<file path="src/mtic_map.vh">
// Register addresses, field positions, reset values and privilege-level codes.
`ifndef MTIC_MAP_VH
`define MTIC_MAP_VH
`define MTIC_CSR_IP        12'h344
`define MTIC_CSR_IE        12'h304
`define MTIC_CSR_IDELEG    12'h303
`define MTIC_CSR_NMIVEC    12'h7C0
`define MTIC_CSR_SCRATCH   12'h340
`define MTIC_CSR_EPC       12'h341
`define MTIC_CSR_CAUSE     12'h342
`define MTIC_CSR_SIP       12'h144
`define MTIC_CSR_SIE       12'h104
`define MTIC_CSR_UIP       12'h044
`define MTIC_CSR_UIE       12'h004
`define MTIC_BIT_USI       0
`define MTIC_BIT_SSI       1
`define MTIC_BIT_MSI       3
`define MTIC_BIT_UTI       4
`define MTIC_BIT_STI       5
`define MTIC_BIT_MTI       7
`define MTIC_BIT_UEI       8
`define MTIC_BIT_SEI       9
`define MTIC_BIT_MEI       11
`define MTIC_IRQ_ALL       32'h00000BBB
`define MTIC_IP_MWR        32'h00000333
`define MTIC_U_BITS        32'h00000111
`define MTIC_S_BITS        32'h00000222
`define MTIC_M_BITS        32'h00000888
`define MTIC_RST_WORD      32'h00000000
`define MTIC_PRV_U         2'h0
`define MTIC_PRV_S         2'h1
`define MTIC_PRV_M         2'h3
`endif

</file>
<file path="src/mtic_csr.v">
// Machine interrupt pending/enable, delegation and trap entry registers.
`timescale 1ns/1ps
`include "mtic_map.vh"
module mtic_csr #(
  parameter HAS_S = 1,
  parameter HAS_U = 1
)(
  input  wire        mclk,
  input  wire        rst_n,
  input  wire [1:0]  cur_priv,
  input  wire        machine_ie,
  input  wire        sup_ie,
  input  wire        user_ie,
  input  wire        csr_we,
  input  wire [11:0] csr_addr,
  input  wire [31:0] csr_wdata,
  output reg  [31:0] csr_rdata,
  output wire        csr_hit,
  input  wire        machine_timer_pending,
  input  wire        machine_soft_pending,
  input  wire        machine_ext_pending,
  input  wire        exc_valid,
  input  wire [3:0]  exc_code,
  input  wire [31:0] trap_pc,
  input  wire        nmi_req,
  output wire        irq_take,
  output wire [3:0]  irq_code,
  output wire [1:0]  irq_target,
  output reg         trap_entry,
  output reg  [31:0] trap_next_pc
);
  // Bits of levels the core lacks are masked out everywhere.
  localparam [31:0] LVL_MASK = `MTIC_IRQ_ALL
    & ~(HAS_S ? 32'h00000000 : `MTIC_S_BITS)
    & ~(HAS_U ? 32'h00000000 : `MTIC_U_BITS);

  reg  [31:0] ip_soft;
  reg  [31:0] interrupt_enable;
  reg  [31:0] ideleg;
  reg  [31:0] nmi_vector;
  reg  [31:0] trap_scratch;
  reg  [31:0] trap_return_pc;
  reg         cause_irq;
  reg  [3:0]  cause_code;

  // Raw levels from the far side: timer, soft, then external.
  wire [2:0]  hw_raw;
  wire [2:0]  hw_pend;
  wire [31:0] interrupt_pending;
  wire [31:0] hw_bits;
  wire [31:0] s_view;
  wire [31:0] u_view;
  wire [31:0] ready;
  wire [31:0] to_m;
  wire [31:0] to_s;
  wire [31:0] to_u;
  wire        gm;
  wire        gs;
  wire        gu;
  wire [31:0] cand;
  wire [31:0] cand_m;
  wire [31:0] cand_s;
  wire [31:0] cand_u;
  wire [31:0] u_bits;
  wire [31:0] sip_rd;
  wire [31:0] sie_rd;
  wire [31:0] uip_rd;
  wire [31:0] uie_rd;
  reg  [1:0]  tgt;
  reg         hit;
  genvar      g;

  assign hw_raw = {machine_ext_pending, machine_soft_pending,
                   machine_timer_pending};

  // The far-side levels are asynchronous, so each passes three stages.
  generate
    for (g = 0; g < 3; g = g + 1)
    begin : g_sync
      reg [2:0] stage;
      reg       level;
      always @(posedge mclk or negedge rst_n)
      begin
        if (!rst_n)
        begin
          stage <= 3'h0;
          level <= 1'b0;
        end
        else
        begin
          stage <= {stage[1:0], hw_raw[g]};
          // A change is accepted once stages two and three agree.
          if (stage[2] == stage[1])
            level <= stage[2];
        end
      end
      assign hw_pend[g] = level;
    end
  endgenerate

  // Hardware-owned bits sit at the machine positions only.
  assign hw_bits = ({31'h0, hw_pend[0]} << `MTIC_BIT_MTI)
                 | ({31'h0, hw_pend[1]} << `MTIC_BIT_MSI)
                 | ({31'h0, hw_pend[2]} << `MTIC_BIT_MEI);

  // Reserved positions and levels the core lacks read as zero.
  generate
    for (g = 0; g < 32; g = g + 1)
    begin : g_pend
      assign interrupt_pending[g] = LVL_MASK[g]
                                  & (hw_bits[g] | ip_soft[g]);
    end
  endgenerate
  // Lower views never see machine bits, which cannot be delegated.
  assign s_view = ideleg & `MTIC_S_BITS;
  assign u_view = ideleg & `MTIC_U_BITS;

  // Writes from user level to the supervisor views are dropped; the
  // user views are open to every level.
  wire wr_ip   = csr_we && (csr_addr == `MTIC_CSR_IP);
  wire wr_sip  = csr_we && (csr_addr == `MTIC_CSR_SIP)
                 && (cur_priv != `MTIC_PRV_U);
  wire wr_uip  = csr_we && (csr_addr == `MTIC_CSR_UIP);
  wire wr_ie   = csr_we && (csr_addr == `MTIC_CSR_IE);
  wire wr_sie  = csr_we && (csr_addr == `MTIC_CSR_SIE)
                 && (cur_priv != `MTIC_PRV_U);
  wire wr_uie  = csr_we && (csr_addr == `MTIC_CSR_UIE);
  wire wr_ideleg = csr_we && (csr_addr == `MTIC_CSR_IDELEG);

  // Lower-mode views write only their software pending bit.
  wire [31:0] sip_wmask = s_view & 32'h00000003;
  wire [31:0] uip_wmask = u_view & 32'h00000001;

  // Machine writes replace all writable bits; views merge by mask.
  always @(posedge mclk or negedge rst_n)
  begin
    if (!rst_n)
      ip_soft <= `MTIC_RST_WORD;
    else if (wr_ip)
      ip_soft <= csr_wdata & `MTIC_IP_MWR & LVL_MASK;
    else if (wr_sip)
      ip_soft <= (ip_soft & ~sip_wmask)
               | (csr_wdata & sip_wmask & LVL_MASK);
    else if (wr_uip)
      ip_soft <= (ip_soft & ~uip_wmask)
               | (csr_wdata & uip_wmask & LVL_MASK);
  end

  // Lower-mode enable writes touch delegated bits only.
  always @(posedge mclk or negedge rst_n)
  begin
    if (!rst_n)
      interrupt_enable <= `MTIC_RST_WORD;
    else if (wr_ie)
      interrupt_enable <= csr_wdata & LVL_MASK;
    else if (wr_sie)
      interrupt_enable <= (interrupt_enable & ~s_view)
                        | (csr_wdata & s_view & LVL_MASK);
    else if (wr_uie)
      interrupt_enable <= (interrupt_enable & ~u_view)
                        | (csr_wdata & u_view & LVL_MASK);
  end

  // Machine-level bits cannot be handed down, so they never stick.
  always @(posedge mclk or negedge rst_n)
  begin
    if (!rst_n)
      ideleg <= `MTIC_RST_WORD;
    else if (wr_ideleg)
      ideleg <= csr_wdata & LVL_MASK & ~`MTIC_M_BITS;
  end

  // A bit is a candidate only with its enable and its global enable.
  assign ready = interrupt_pending & interrupt_enable;
  assign to_m  = ready & ~ideleg;
  assign to_s  = ready & ideleg & `MTIC_S_BITS;
  assign to_u  = ready & ideleg & `MTIC_U_BITS;
  assign gm = (cur_priv != `MTIC_PRV_M) || machine_ie;
  assign gs = (cur_priv == `MTIC_PRV_U) ||
              (cur_priv == `MTIC_PRV_S && sup_ie);
  assign gu = (cur_priv == `MTIC_PRV_U) && user_ie;
  // Each level's global enable gates only its own candidates.
  assign cand_m = gm ? to_m : 32'h00000000;
  assign cand_s = gs ? to_s : 32'h00000000;
  assign cand_u = gu ? to_u : 32'h00000000;
  assign cand   = cand_m | cand_s | cand_u;

  // Fixed order: external, software, timer; machine first in class.
  reg [3:0] sel;
  reg       sel_v;
  always @*
  begin
    sel_v = 1'b1;
    if      (cand[`MTIC_BIT_MEI]) sel = 4'hB;
    else if (cand[`MTIC_BIT_SEI]) sel = 4'h9;
    else if (cand[`MTIC_BIT_UEI]) sel = 4'h8;
    else if (cand[`MTIC_BIT_MSI]) sel = 4'h3;
    else if (cand[`MTIC_BIT_SSI]) sel = 4'h1;
    else if (cand[`MTIC_BIT_USI]) sel = 4'h0;
    else if (cand[`MTIC_BIT_MTI]) sel = 4'h7;
    else if (cand[`MTIC_BIT_STI]) sel = 4'h5;
    else if (cand[`MTIC_BIT_UTI]) sel = 4'h4;
    else
    begin
      sel   = 4'h0;
      sel_v = 1'b0;
    end
  end

  assign irq_take   = sel_v;
  assign irq_code   = sel;
  assign u_bits = `MTIC_U_BITS;

  // Delegated bits go to supervisor unless they are user-level ones.
  always @*
  begin
    if (!ideleg[sel])
      tgt = `MTIC_PRV_M;
    else if (u_bits[sel])
      tgt = `MTIC_PRV_U;
    else
      tgt = `MTIC_PRV_S;
  end
  assign irq_target = tgt;

  // An interrupt taken to machine level beats a synchronous trap.
  wire m_irq = sel_v && (irq_target == `MTIC_PRV_M);
  wire wr_m  = csr_we && csr_addr[11:8] == 4'h3;
  // The vector sits outside the 0x3xx window, so it decodes on its own.
  wire wr_nmivec  = csr_we && (csr_addr == `MTIC_CSR_NMIVEC);
  wire wr_scratch = wr_m && (csr_addr == `MTIC_CSR_SCRATCH);
  wire wr_epc     = wr_m && (csr_addr == `MTIC_CSR_EPC);
  wire wr_cause   = wr_m && (csr_addr == `MTIC_CSR_CAUSE);
  wire m_trap     = m_irq || exc_valid;
  wire any_trap   = nmi_req || m_trap;
  wire [3:0] next_code = m_irq ? sel : exc_code;

  always @(posedge mclk or negedge rst_n)
  begin
    if (!rst_n)
      nmi_vector <= `MTIC_RST_WORD;
    else if (wr_nmivec)
      nmi_vector <= csr_wdata;
  end

  // Hardware never writes the scratch word.
  always @(posedge mclk or negedge rst_n)
  begin
    if (!rst_n)
      trap_scratch <= `MTIC_RST_WORD;
    else if (wr_scratch)
      trap_scratch <= csr_wdata;
  end

  // A trap entry beats a software write in the same cycle.
  always @(posedge mclk or negedge rst_n)
  begin
    if (!rst_n)
      trap_return_pc <= `MTIC_RST_WORD;
    else if (any_trap)
      trap_return_pc <= {trap_pc[31:2], 2'h0};
    else if (wr_epc)
      trap_return_pc <= {csr_wdata[31:2], 2'h0};
  end

  // The cause keeps its last value across a non-maskable entry, so a
  // handler can still see why the interrupted trap was taken.
  always @(posedge mclk or negedge rst_n)
  begin
    if (!rst_n)
    begin
      cause_irq  <= 1'b0;
      cause_code <= 4'h0;
    end
    else if (!nmi_req && m_trap)
    begin
      cause_irq  <= m_irq;
      cause_code <= next_code;
    end
    else if (wr_cause)
    begin
      cause_irq  <= csr_wdata[31];
      cause_code <= csr_wdata[3:0];
    end
  end

  // Machine traps load the same vector; no mode field is kept here.
  always @(posedge mclk or negedge rst_n)
  begin
    if (!rst_n)
    begin
      trap_entry   <= 1'b0;
      trap_next_pc <= `MTIC_RST_WORD;
    end
    else
    begin
      trap_entry <= any_trap;
      if (any_trap)
        trap_next_pc <= nmi_vector;
    end
  end

  always @*
  begin
    case (csr_addr)
      `MTIC_CSR_IP:      hit = 1'b1;
      `MTIC_CSR_IE:      hit = 1'b1;
      `MTIC_CSR_IDELEG:  hit = 1'b1;
      `MTIC_CSR_NMIVEC:  hit = 1'b1;
      `MTIC_CSR_SCRATCH: hit = 1'b1;
      `MTIC_CSR_EPC:     hit = 1'b1;
      `MTIC_CSR_CAUSE:   hit = 1'b1;
      `MTIC_CSR_SIP:     hit = 1'b1;
      `MTIC_CSR_SIE:     hit = 1'b1;
      `MTIC_CSR_UIP:     hit = 1'b1;
      `MTIC_CSR_UIE:     hit = 1'b1;
      default:           hit = 1'b0;
    endcase
  end
  assign csr_hit = hit;

  // Read data is combinational so it is seen in the access cycle.
  assign sip_rd = interrupt_pending & s_view;
  assign sie_rd = interrupt_enable & s_view;
  assign uip_rd = interrupt_pending & u_view;
  assign uie_rd = interrupt_enable & u_view;

  always @*
  begin
    case (csr_addr)
      `MTIC_CSR_IP:      csr_rdata = interrupt_pending;
      `MTIC_CSR_IE:      csr_rdata = interrupt_enable;
      `MTIC_CSR_IDELEG:  csr_rdata = ideleg;
      `MTIC_CSR_NMIVEC:  csr_rdata = nmi_vector;
      `MTIC_CSR_SCRATCH: csr_rdata = trap_scratch;
      `MTIC_CSR_EPC:     csr_rdata = trap_return_pc;
      `MTIC_CSR_CAUSE:   csr_rdata = {cause_irq, 27'h0, cause_code};
      `MTIC_CSR_SIP:     csr_rdata = sip_rd;
      `MTIC_CSR_SIE:     csr_rdata = sie_rd;
      `MTIC_CSR_UIP:     csr_rdata = uip_rd;
      `MTIC_CSR_UIE:     csr_rdata = uie_rd;
      default:           csr_rdata = 32'h00000000;
    endcase
  end
endmodule

</file>
<file path="config.mk">
export PLATFORM = sky130hd
export DESIGN_NAME = mtic_csr
export DESIGN_NICKNAME = d
export VERILOG_FILES = /design/src/mtic_csr.v
export VERILOG_INCLUDE_DIRS = /design/src
export SDC_FILE = /design/constraint.sdc
export NUM_CORES = 1
export LEC_CHECK = 0
export ABC_AREA = 1
export BUFFER_PORTS_ARGS = -buffer_cell sky130_fd_sc_hd__buf_2
export CORE_UTILIZATION = 50
export DETAILED_ROUTE_END_ITERATION = 6
export PLACE_DENSITY = 0.82
export SLEW_MARGIN = 5
export SYNTH_ARGS = -nofsm -noshare
export SYNTH_HDL_FRONTEND = slang
export SYNTH_SLANG_ARGS = --single-unit
export TNS_END_PERCENT = 5
</file>
<file path="constraint.sdc">
create_clock -name mclk -period 2.2 [get_ports mclk]
set_input_delay 0.11 -clock mclk [delete_from_list [all_inputs] [get_ports mclk]]
set_output_delay 0.11 -clock mclk [all_outputs]
set_load 0.1 [all_outputs]
</file>
==> results of run 1 <==
==> registers in the layout, indices dropped and copies added (netlist names), 3 cells and up <==
signal,cells
g_sync.level,3
trap_next_pc,32
cause_code,4
g_sync.stage,9
trap_return_pc,30
ip_soft,6
nmi_vector,32
trap_scratch,32
interrupt_enable,9
ideleg,6
==> layer usage <==
layer	part of all wire, %	GRT usage, %	vias to the layer above
li1	-	-	4145
met1	37	39.6	4312
met2	47	48.7	719
met3	9.3	4.78	165
met4	5.9	17.2	0
met5	0	0	-
==> power breakdown <==
part | switching [W] | internal [W] | leakage (nW) | total, W
logic | 0.000605 | 0.000365 | 3.54 | 0.000969
clock network | 0.00129 | 0.00175 | 0.290 | 0.00304
registers | 0.0000633 | 0.00312 | 2.17 | 0.00319
total | 0.00196 | 0.00524 | 6.00 | 0.00720
==> logic make-up after synthesis <==
logic type      synth area share, %
compound gates                 10.7
fa+ha+maj                     0.359
buf+inv                        10.2
flops                          49.3
simple gates                   29.4
==> area by class of cell <==
cell class	count	share of cell area (%)
sequential	165	34.3
inverter	161	5.02
clock buffer	19	3.76
antenna	2	0.0416
tap	216	2.24
clock inverter	13	1.22
timing repair buffer	301	22.9
multi-input combinational	762	30.5
==> worst max-delay path: stages, from the launching register on <==
cell	delay (ns)
dfrtp_1	0.43
inv_2	0.05
nand3_2	0.07
nor2_1	0.06
nor2_1	0.22
nand2_2	0.08
nand2_2	0.09
nand2_4	0.08
nand2_4	0.10
nand2_2	0.06
nand3_2	0.07
nand2_2	0.07
nand2_4	0.09
nand4_1	0.27
buf_12	0.28
==> metrics by stage <==
step	setup slack, ns	utilization [%]	TNS, ns	instances	total power, W
global route	-0.430	74.7	-20.47	1639	0.00739
finish	-0.378	74.7	-12.21	1639	0.00720
CTS	-0.0822	71.5	-1.35	1615	0.00705
floorplan	-0.753	-	-50.97	1141	0.00364
detailed placement	-0.115	63.6	-3.01	1518	0.00397
global placement	-0.0161	63.6	-0.211	1518	0.00395
==> cell usage after synthesis <==
master	count
o2111ai_1	1
or4_1	1
nor4_1	3
nor3_1	4
maj3_1	3
nand2_2	4
dfrtp_1	165
nand3_2	3
o21ai_1	32
buf_1	4
nor2_2	2
o31ai_1	2
nand2_4	1
buf_6	4
buf_2	10
nand3_4	1
nand4_1	37
o21ai_0	108
a221oi_1	9
nand3_1	55
buf_4	2
a21oi_1	7
a31oi_1	2
nor2_4	1
inv_2	2
nor2_1	82
clkinv_1	2
o211ai_1	5
nand2_1	398
inv_1	157
o221ai_1	1
clkbuf_1	33
==> worst max path at each step <==
| stage | depth (start not counted) | startpoint | end | slack [ns] |
|---|---|---|---|---|
| 6_report | 14 | ideleg[0] | irq_target[0] | -0.38 |
| 5_1_grt | 14 | ideleg[0] | irq_target[0] | -0.43 |
| 4_1_cts | 13 | ideleg[0] | irq_target[0] | -0.08 |
| 3_5_place_dp | 17 | cur_priv[1] | trap_return_pc[25] | -0.11 |
| 3_3_place_gp | 17 | cur_priv[1] | trap_return_pc[7] | -0.02 |
| 2_1_floorplan | 12 | ideleg[9] | trap_next_pc[0] | -0.75 |
==> repair_timing <==
action,CTS,global route
gates cloned,0,7
endpoints found under the setup margin,46,76
setup buffers,13,16
resized for setup,20,84
pin swaps,8,38
hold buffers,52,0
hold endpoints to repair,123,0
==> impl_metrics.yaml, run 1 <==
status:
  status: "finished, violations left"
  violations: "setup timing"
floorplanning:
  ios: 166
  dieWidth_um: 131
  rows: 46
  start_util_pct: 51.9
  core_area_sq_um: 16100
  dieArea_sq_um: 17300
  fp.dieH_um: 131
global_route:
  grt_pass1_wl_mm: 41.7
  gr-usage-all-layers_pct: 30.5
  antenna_found_initial: 2
  grt_pass1_vias: 8499
  overflow: 0
  grt_max_degree: 64
setup_path:
  rrSetupSlack_ns: -0.29
  crit_required_ns: 2.09
  critPathMaxFanout: 5
  worstSetupEndpointType: "output pin"
  reg2regPathDepth: 20
  crit_arrival_ns: 2.47
  worst_r2r_startpoint: "ideleg[0]"
  rr_endpoint: "trap_next_pc[11]"
  cp-start-kind: "register"
  path_class: "register to output pin"
sta:
  worstMarginPinSlew_ns: 0.615
  fin_worst_skew_ns: 0.00910
  setup_viol: 70
  fin_crit_sh_pct: 117
  hold_viol_final: 0
  fmax_mhz: 388
  rsz0062_at_grt: "yes"
  relSlewSlack_pct: 59.0
  slew_violations: 0
  period_needed_ns: 2.58
  setup_ws_ns: -0.378
  hold-worst-slack_ns: 0.0128
power:
  ir_worst_vdd_mv: 0.610
  power_per_cell_area_nw_per_um2: 598
  power_leakage_nw: 6.00
clock_network:
  htreeDepth: 4
  tritoncts: "done"
  numClockSinks: 165
  cts_buffers: 17
  cts.path.max_buffers: 2
  clk_pin_slew_worst_paths_ns: 0.06
  clkLatencyLatePin_ns: 0.43
  clock-root-buffer: "clkbuf_16"
finish:
  fin_area_sq_um: 12000
  seq_area_sq_um: 4130
  final_nets: 1501
  fill_cells: 1095
  final_cell_mix: "nand2_1, dfrtp_1, inv_1"
  area_growth_pct: 43.8
  final_common_cell: "nand2_1"
  drive_above_1_share_pct: 26.6
  multi_input_area_sq_um: 3680
placement:
  hpwl_mm: 16.5
  port_buffers: 163
  gp_congestion: 0.917
  place_area_sq_um: 10300
route:
  drt-initial-drc-count: 1170
  ant_nets: 0
  viasPerCell: 5.70
  finalWirelength_mm: 28.6
  drc: 0
  firstDrtPassIters: 6
  wl_per_cell_um: 17.5
  vias: 9341
synth:
  yosys_register_bits: 165
  netlist.area_leader.share_pct: 49.3
  synth.distinct_cells: 32
  synth_top_area_cell: "dfrtp_1"
  synthTopCellsByArea: "dfrtp_1, nand2_1, inv_1"
  syn-cell-area_sq_um: 8370
  synth_nets: 1234
  ys.warnings.count: 0
  synth.avg_cell_area_sq_um: 7.34
  syn_inst: 1141
  ys_seq_area_share_pct: 49.3
min_path:
  min-delay-start: "csr_wdata[1]"
  hold_path_depth: 3
  hold_end: "ip_soft[1]"
  min_path_type: "primary input to register"
flow_run:
  cap_violations: 0
(Power assumes the default switching activity.)
==> run 2: changes to the inputs <==
CAP_MARGIN = 20   (was default)
PLACE_DENSITY = 0.76   (was 0.82)
==> run 2 against run 1 <==
Combinational power fell by 0.7%. Die area did not move. Largest power group unchanged. Non-clock buffer count did not move. The run still ends with setup timing left. Critical endpoint unchanged. Global-route usage fell by 0.69 points. Sequential cell count did not move. Largest cell class unchanged. Hold slack got worse by 0.0020 ns. Count of clock-buffer cells in the layout fell by 2. Cell area fell by 1.1%.
==> impl_metrics.yaml, run 2 (synthesized netlist as in run 1, its figures left out) <==
finish:
  seq_area_sq_um: 4130
  drive_above_1_share_pct: 23.9
  area_growth_pct: 42.3
  final_cell_mix: "nand2_1, dfrtp_1, inv_1"
  utilization_pct: 73.9
  fin_area_sq_um: 11900
  top_regs: "nmi_vector: 32 flops, trap_next_pc: 32 flops, trap_scratch: 32 flops"
  final_common_cell: "nand2_1"
  final_nets: 1501
  multi_input_area_sq_um: 3560
  fill_cells: 1207
floorplanning:
  dieWidth_um: 131
  fp.dieH_um: 131
  rows: 46
  start_util_pct: 51.9
  core_area_sq_um: 16100
  ios: 166
  dieArea_sq_um: 17300
setup_path:
  rrSetupSlack_ns: -0.04
  path_class: "register to output pin"
  path_common_cell: "nand2_2"
  worstSetupEndpointType: "output pin"
  cp-start-kind: "register"
  slowest_delay_ns: 0.37
  crit_chain: "nand2_2 -> nor2_1 -> nand2_1 -> nand3_2 -> nand2_1 -> nand2_2 -> nand2_4 -> nand2_2 -> nand2_1 -> nand3_2 -> nand2_2 -> nand2_4 -> nand4_1 -> buf_12"
  crit_buf_inv: 1
  slowest_stage: "dfrtp_1"
  reg2regPathDepth: 16
  critPathMaxFanout: 5
  crit_arrival_ns: 2.22
  crit_cells: 14
  cp_top_family: "simple AND/OR/NAND/NOR gates"
  crit_required_ns: 2.09
flow_run:
  cap_violations: 0
global_route:
  antenna_found_initial: 1
  gr-usage-all-layers_pct: 29.8
  grt_max_degree: 65
  grtUsageMet1_pct: 39.7
  grt_pass1_wl_mm: 40.8
  grt.busiest_layer: "met2"
  grtUsageMet3_pct: 4.67
  use_met2_pct: 48.2
  overflow: 0
  grt_pass1_vias: 8255
clock_network:
  cts_buffers: 17
  cts.path.max_buffers: 2
  numClockSinks: 165
  clk_pin_slew_worst_paths_ns: 0.07
  clock-root-buffer: "clkbuf_16"
  tritoncts: "done"
  clkLatencyLatePin_ns: 0.43
  htreeDepth: 4
power:
  switching_share_pct: 27.7
  seqPwrFrac_pct: 45.1
  power_leakage_nw: 5.94
  power.internal_w: 0.00509
  ir_worst_vdd_mv: 0.600
  clock_power_share_pct: 41.2
  power_per_cell_area_nw_per_um2: 591
  switching_power_w: 0.00195
  combPwrFrac_pct: 13.7
route:
  firstDrtPassIters: 5
  ant_nets: 0
  vias: 8693
  wl_per_cell_um: 15.7
  drt-initial-drc-count: 913
  finalWirelength_mm: 25.7
  viasPerCell: 5.30
  drc: 0
sta:
  slew_violations: 0
  fmax_mhz: 430
  setup_ws_ns: -0.127
  rsz0062_at_grt: "yes"
  worstMarginPinSlew_ns: 0.647
  fin_worst_skew_ns: 0.0108
  hold_viol_final: 0
  period_needed_ns: 2.33
  relSlewSlack_pct: 56.8
  fin_crit_sh_pct: 106
  setup_viol: 33
placement:
  hpwl_mm: 16.6
  port_buffers: 163
  post-place-ws_ns: -0.105
  gp_congestion: 0.904
  place_area_sq_um: 10400
min_path:
  hold_path_depth: 3
  min_path_type: "primary input to register"
status:
  status: "finished, violations left"
  violations: "setup timing"
-- run 2: changes by cell type in the layout (fill, tap and decap cells not counted), sizes merged --
cell / previous run / this run
dlygate4sd3: 52 / 54
clkinvlp: 3 / 4
clkinv: 6 / 8
clkbuf: 24 / 20
bufinv: 2 / 1
-- run 2: cell type report --
type / instances / area share, %
Clock buffer: 17 / 3.57
Antenna cell: 2 / 0.0420
Timing Repair Buffer: 301 / 23.2
Clock inverter: 15 / 1.26
Sequential cell: 165 / 34.7
Tap cell: 216 / 2.27
Multi-Input combinational cell: 762 / 29.9
Inverter: 161 / 5.07
-- run 2: metrics by stage --
| step | hold slack [ns] | instances | power, W | setup TNS [ns] |
|---|---|---|---|---|
| 3_5_place_dp | 0.0267 | 1535 | 0.00399 | -2.66 |
| 5_1_grt | 0.0110 | 1638 | 0.00729 | -9.89 |
| 4_1_cts | 0.00292 | 1624 | 0.00697 | -0.195 |
| 2_1_floorplan | -0.186 | 1141 | 0.00364 | -50.97 |
| 3_3_place_gp | 0.0272 | 1535 | 0.00398 | -1.98 |
| 6_report | 0.0108 | 1639 | 0.00704 | -0.856 |
-- run 2: final timing paths --
path                                           from                 end
worst min-delay path                  csr_wdata[16]      nmi_vector[16]
min in group asynchronous                     rst_n  g_sync[1].stage[1]
max in group asynchronous                     rst_n    trap_next_pc[30]
worst max register to register            ideleg[0]   trap_return_pc[7]
worst min register to register   g_sync[1].stage[0]  g_sync[1].stage[1]
worst max-delay path            interrupt_enable[5]       irq_target[0]
-- run 2: power groups by stage --
stage | clock (W) | combinational (W) | sequential (W)
finish | 0.00290 | 0.000962 | 0.00318
global route | 0.00306 | 0.00104 | 0.00318
CTS | 0.00293 | 0.000862 | 0.00317
detailed placement | 0 | 0.000765 | 0.00323
global placement | 0 | 0.000758 | 0.00323
floorplan | 0 | 0.000394 | 0.00324
-- run 2: worst register-to-register path, stage by stage, from the launching register on --
cell     delay [ns]
dfrtp_1        0.42
nand3_2        0.13
nor2_1         0.15
nor2_2         0.06
nand2_1        0.07
nand2_2        0.06
nand2_4        0.10
nand3_2        0.08
a21oi_2        0.15
buf_4          0.13
nand2_4        0.06
nand2_4        0.10
nand3_4        0.15
nor2_4         0.16
buf_12         0.18
nand2_1        0.09
nand2_1        0.08
-- run 2: layer usage --
metal / vias up / wire length (um) / part of all wire (%)
met2: 421 / 12200 / 47
met4: 0 / 705 / 2.7
met3: 65 / 1940 / 7.6
met1: 4065 / 10800 / 42
li1: 4142 / - / -
met5: - / 0 / 0
-- run 2: what timing repair did --
action / in CTS / in global routing
hold buffers: 54 / 0
setup endpoints to repair: 35 / 80
endpoints found under the hold margin: 203 / 0
gates cloned: 0 / 3
pin swaps: 4 / 15
resized for setup: 12 / 47
buffers inserted: 3 / 10
==> run 3: changes to the inputs <==
SETUP_SLACK_MARGIN = 0.15   (was default)
==> run 3 against run 2 <==
The flow still finishes with violations (setup timing). Routed wire length up 3.7%. Sequential cell count unchanged. Via count grew 2.2%. Combinational power up 2%. Sequential power is essentially flat. Cell area up 1.8%. Sequential share of layout area shrank 0.63 points. Final cell count rose by 0.18%. Power grew 0.54%. First-iteration DRC count up 3.6%.
==> impl_metrics.yaml, run 3 (synthesized netlist as in run 1, its figures left out) <==
setup_path:
  worstSetupStartpoint: "interrupt_enable[5]"
  worstSetupEndpointType: "output pin"
  crit_arrival_ns: 2.27
  cp-start-kind: "register"
  path_class: "register to output pin"
  worst_r2r_startpoint: "interrupt_enable[5]"
  critPathMaxFanout: 5
  rrSetupSlack_ns: -0.17
  crit_required_ns: 2.09
route:
  vias: 8880
  firstDrtPassIters: 6
  ant_nets: 0
  wl_per_cell_um: 16.2
  drt-initial-drc-count: 946
  viasPerCell: 5.41
  drc: 0
  finalWirelength_mm: 26.6
sta:
  period_needed_ns: 2.38
  slew_violations: 0
  rsz0062_at_grt: "yes"
  relSlewSlack_pct: 56.5
  fin_crit_sh_pct: 108
  hold_viol_final: 0
  worstMarginPinSlew_ns: 0.653
  setup_ws_ns: -0.183
  fin_worst_skew_ns: 0.0133
  fmax_mhz: 420
  hold-worst-slack_ns: 0.00820
  setup_viol: 55
global_route:
  antenna_found_initial: 1
  overflow: 0
  gr-usage-all-layers_pct: 30.1
  grt_pass1_wl_mm: 41.3
  grt_pass1_vias: 8356
  grt_max_degree: 65
clock_network:
  htreeDepth: 4
  cts.path.max_buffers: 2
  numClockSinks: 165
  clkLatencyLatePin_ns: 0.43
  tritoncts: "done"
  cts_buffers: 17
  clock-root-buffer: "clkbuf_16"
  clk_pin_slew_worst_paths_ns: 0.07
finish:
  final_nets: 1503
  area_growth_pct: 44.9
  final_cell_mix: "nand2_1, dfrtp_1, inv_1"
  drive_above_1_share_pct: 27.1
  final_common_cell: "nand2_1"
  top_regs: "nmi_vector: 32 flops, trap_next_pc: 32 flops, trap_scratch: 32 flops"
power:
  clock_power_share_pct: 41.2
  switching_share_pct: 28.0
  switching_power_w: 0.00198
  power_per_cell_area_nw_per_um2: 583
  power_leakage_nw: 6.02
  combPwrFrac_pct: 13.9
  power.internal_w: 0.00510
  ir_worst_vdd_mv: 0.588
  seqPwrFrac_pct: 44.9
min_path:
  min-delay-start: "csr_wdata[6]"
  min_path_type: "primary input to register"
status:
  violations: "setup timing"
  status: "finished, violations left"
placement:
  gp_congestion: 0.904
  post-place-ws_ns: -0.105
  port_buffers: 163
  hpwl_mm: 16.6
floorplanning:
  core_area_sq_um: 16100
  rows: 46
  dieWidth_um: 131
  dieArea_sq_um: 17300
  ios: 166
  fp.dieH_um: 131
  start_util_pct: 51.9
flow_run:
  cap_violations: 0
## run 3: cell types whose count changed in the layout (fill, tap and decap cells not counted), sizes merged
cell | before | now
clkbuf | 20 | 22
buf | 244 | 243
clkinv | 8 | 7
diode | 2 | 3
dlygate4sd3 | 54 | 55
inv | 163 | 164
## run 3: repair_timing
action,4_1_cts,5_1_grt
pin swaps,5,25
resized for setup,43,72
endpoints found under the hold margin,204,0
hold buffers,55,0
gates cloned,0,5
setup endpoints to repair,73,108
buffers inserted,4,8
## run 3: final timing paths
check                                      endpoint  depth (start not counted)
min in group asynchronous        g_sync[1].stage[1]                          2
worst min register to register   g_sync[1].stage[1]                          0
worst max register to register   trap_return_pc[16]                         21
worst min-delay path                trap_scratch[6]                          3
worst max-delay path                  irq_target[0]                         14
max in group asynchronous       interrupt_enable[0]                          3
## run 3: routing by layer
layer	global-route usage, %	vias to the layer above	routed length, um	share of wire [%]
li1	-	4143	-	-
met1	39.7	4154	11000	41
met2	49.1	493	12600	47
met3	4.86	90	2090	7.8
met4	13.2	0	960	3.6
met5	0	-	0	0
## run 3: final cells by class
| type | instances | area (sq um) |
|---|---|---|
| timing repair buffer | 303 | 2850 |
| clock inverter | 15 | 150 |
| multi-input combinational | 762 | 3690 |
| fill | 1159 | 3990 |
| antenna | 3 | 7.51 |
| tap | 216 | 270 |
| clock buffer | 17 | 425 |
| inverter | 161 | 604 |
| sequential | 165 | 4130 |
## run 3: power by group through the flow
stage                     logic (W)  clock network, W  registers, W
after floorplan            0.000394                 0       0.00324
after global placement     0.000758                 0       0.00323
after detailed placement   0.000765                 0       0.00323
after CTS                  0.000879           0.00293       0.00318
after global routing        0.00105           0.00306       0.00319
final                      0.000981           0.00292       0.00318
## run 3: stage by stage
step                util (%)  TNS, ns  std cells  power, W  area [sq um]
detailed placement      64.7    -2.66       1535   0.00399         10400
floorplan                  -   -50.97       1141   0.00364          8410
global placement        64.7    -1.98       1535   0.00398         10400
CTS                     72.6   -0.151       1626   0.00699         11700
finish                  75.3    -5.63       1642   0.00708         12100
global route            75.2   -13.82       1640   0.00730         12100
## run 3: critical path, cell delays in order, from the launching register on
cell and delay [ns]:
dfrtp_1 0.35, nand2_1 0.09, nor2_1 0.13, nand2_1 0.09, nand3_2 0.10, nand2_1 0.05
nand2_1 0.10, nand2_4 0.10, nand2_4 0.10, nand2_2 0.06, nand3_2 0.06, nand2_2 0.06
nand2_4 0.08, nand4_1 0.21, buf_12 0.25
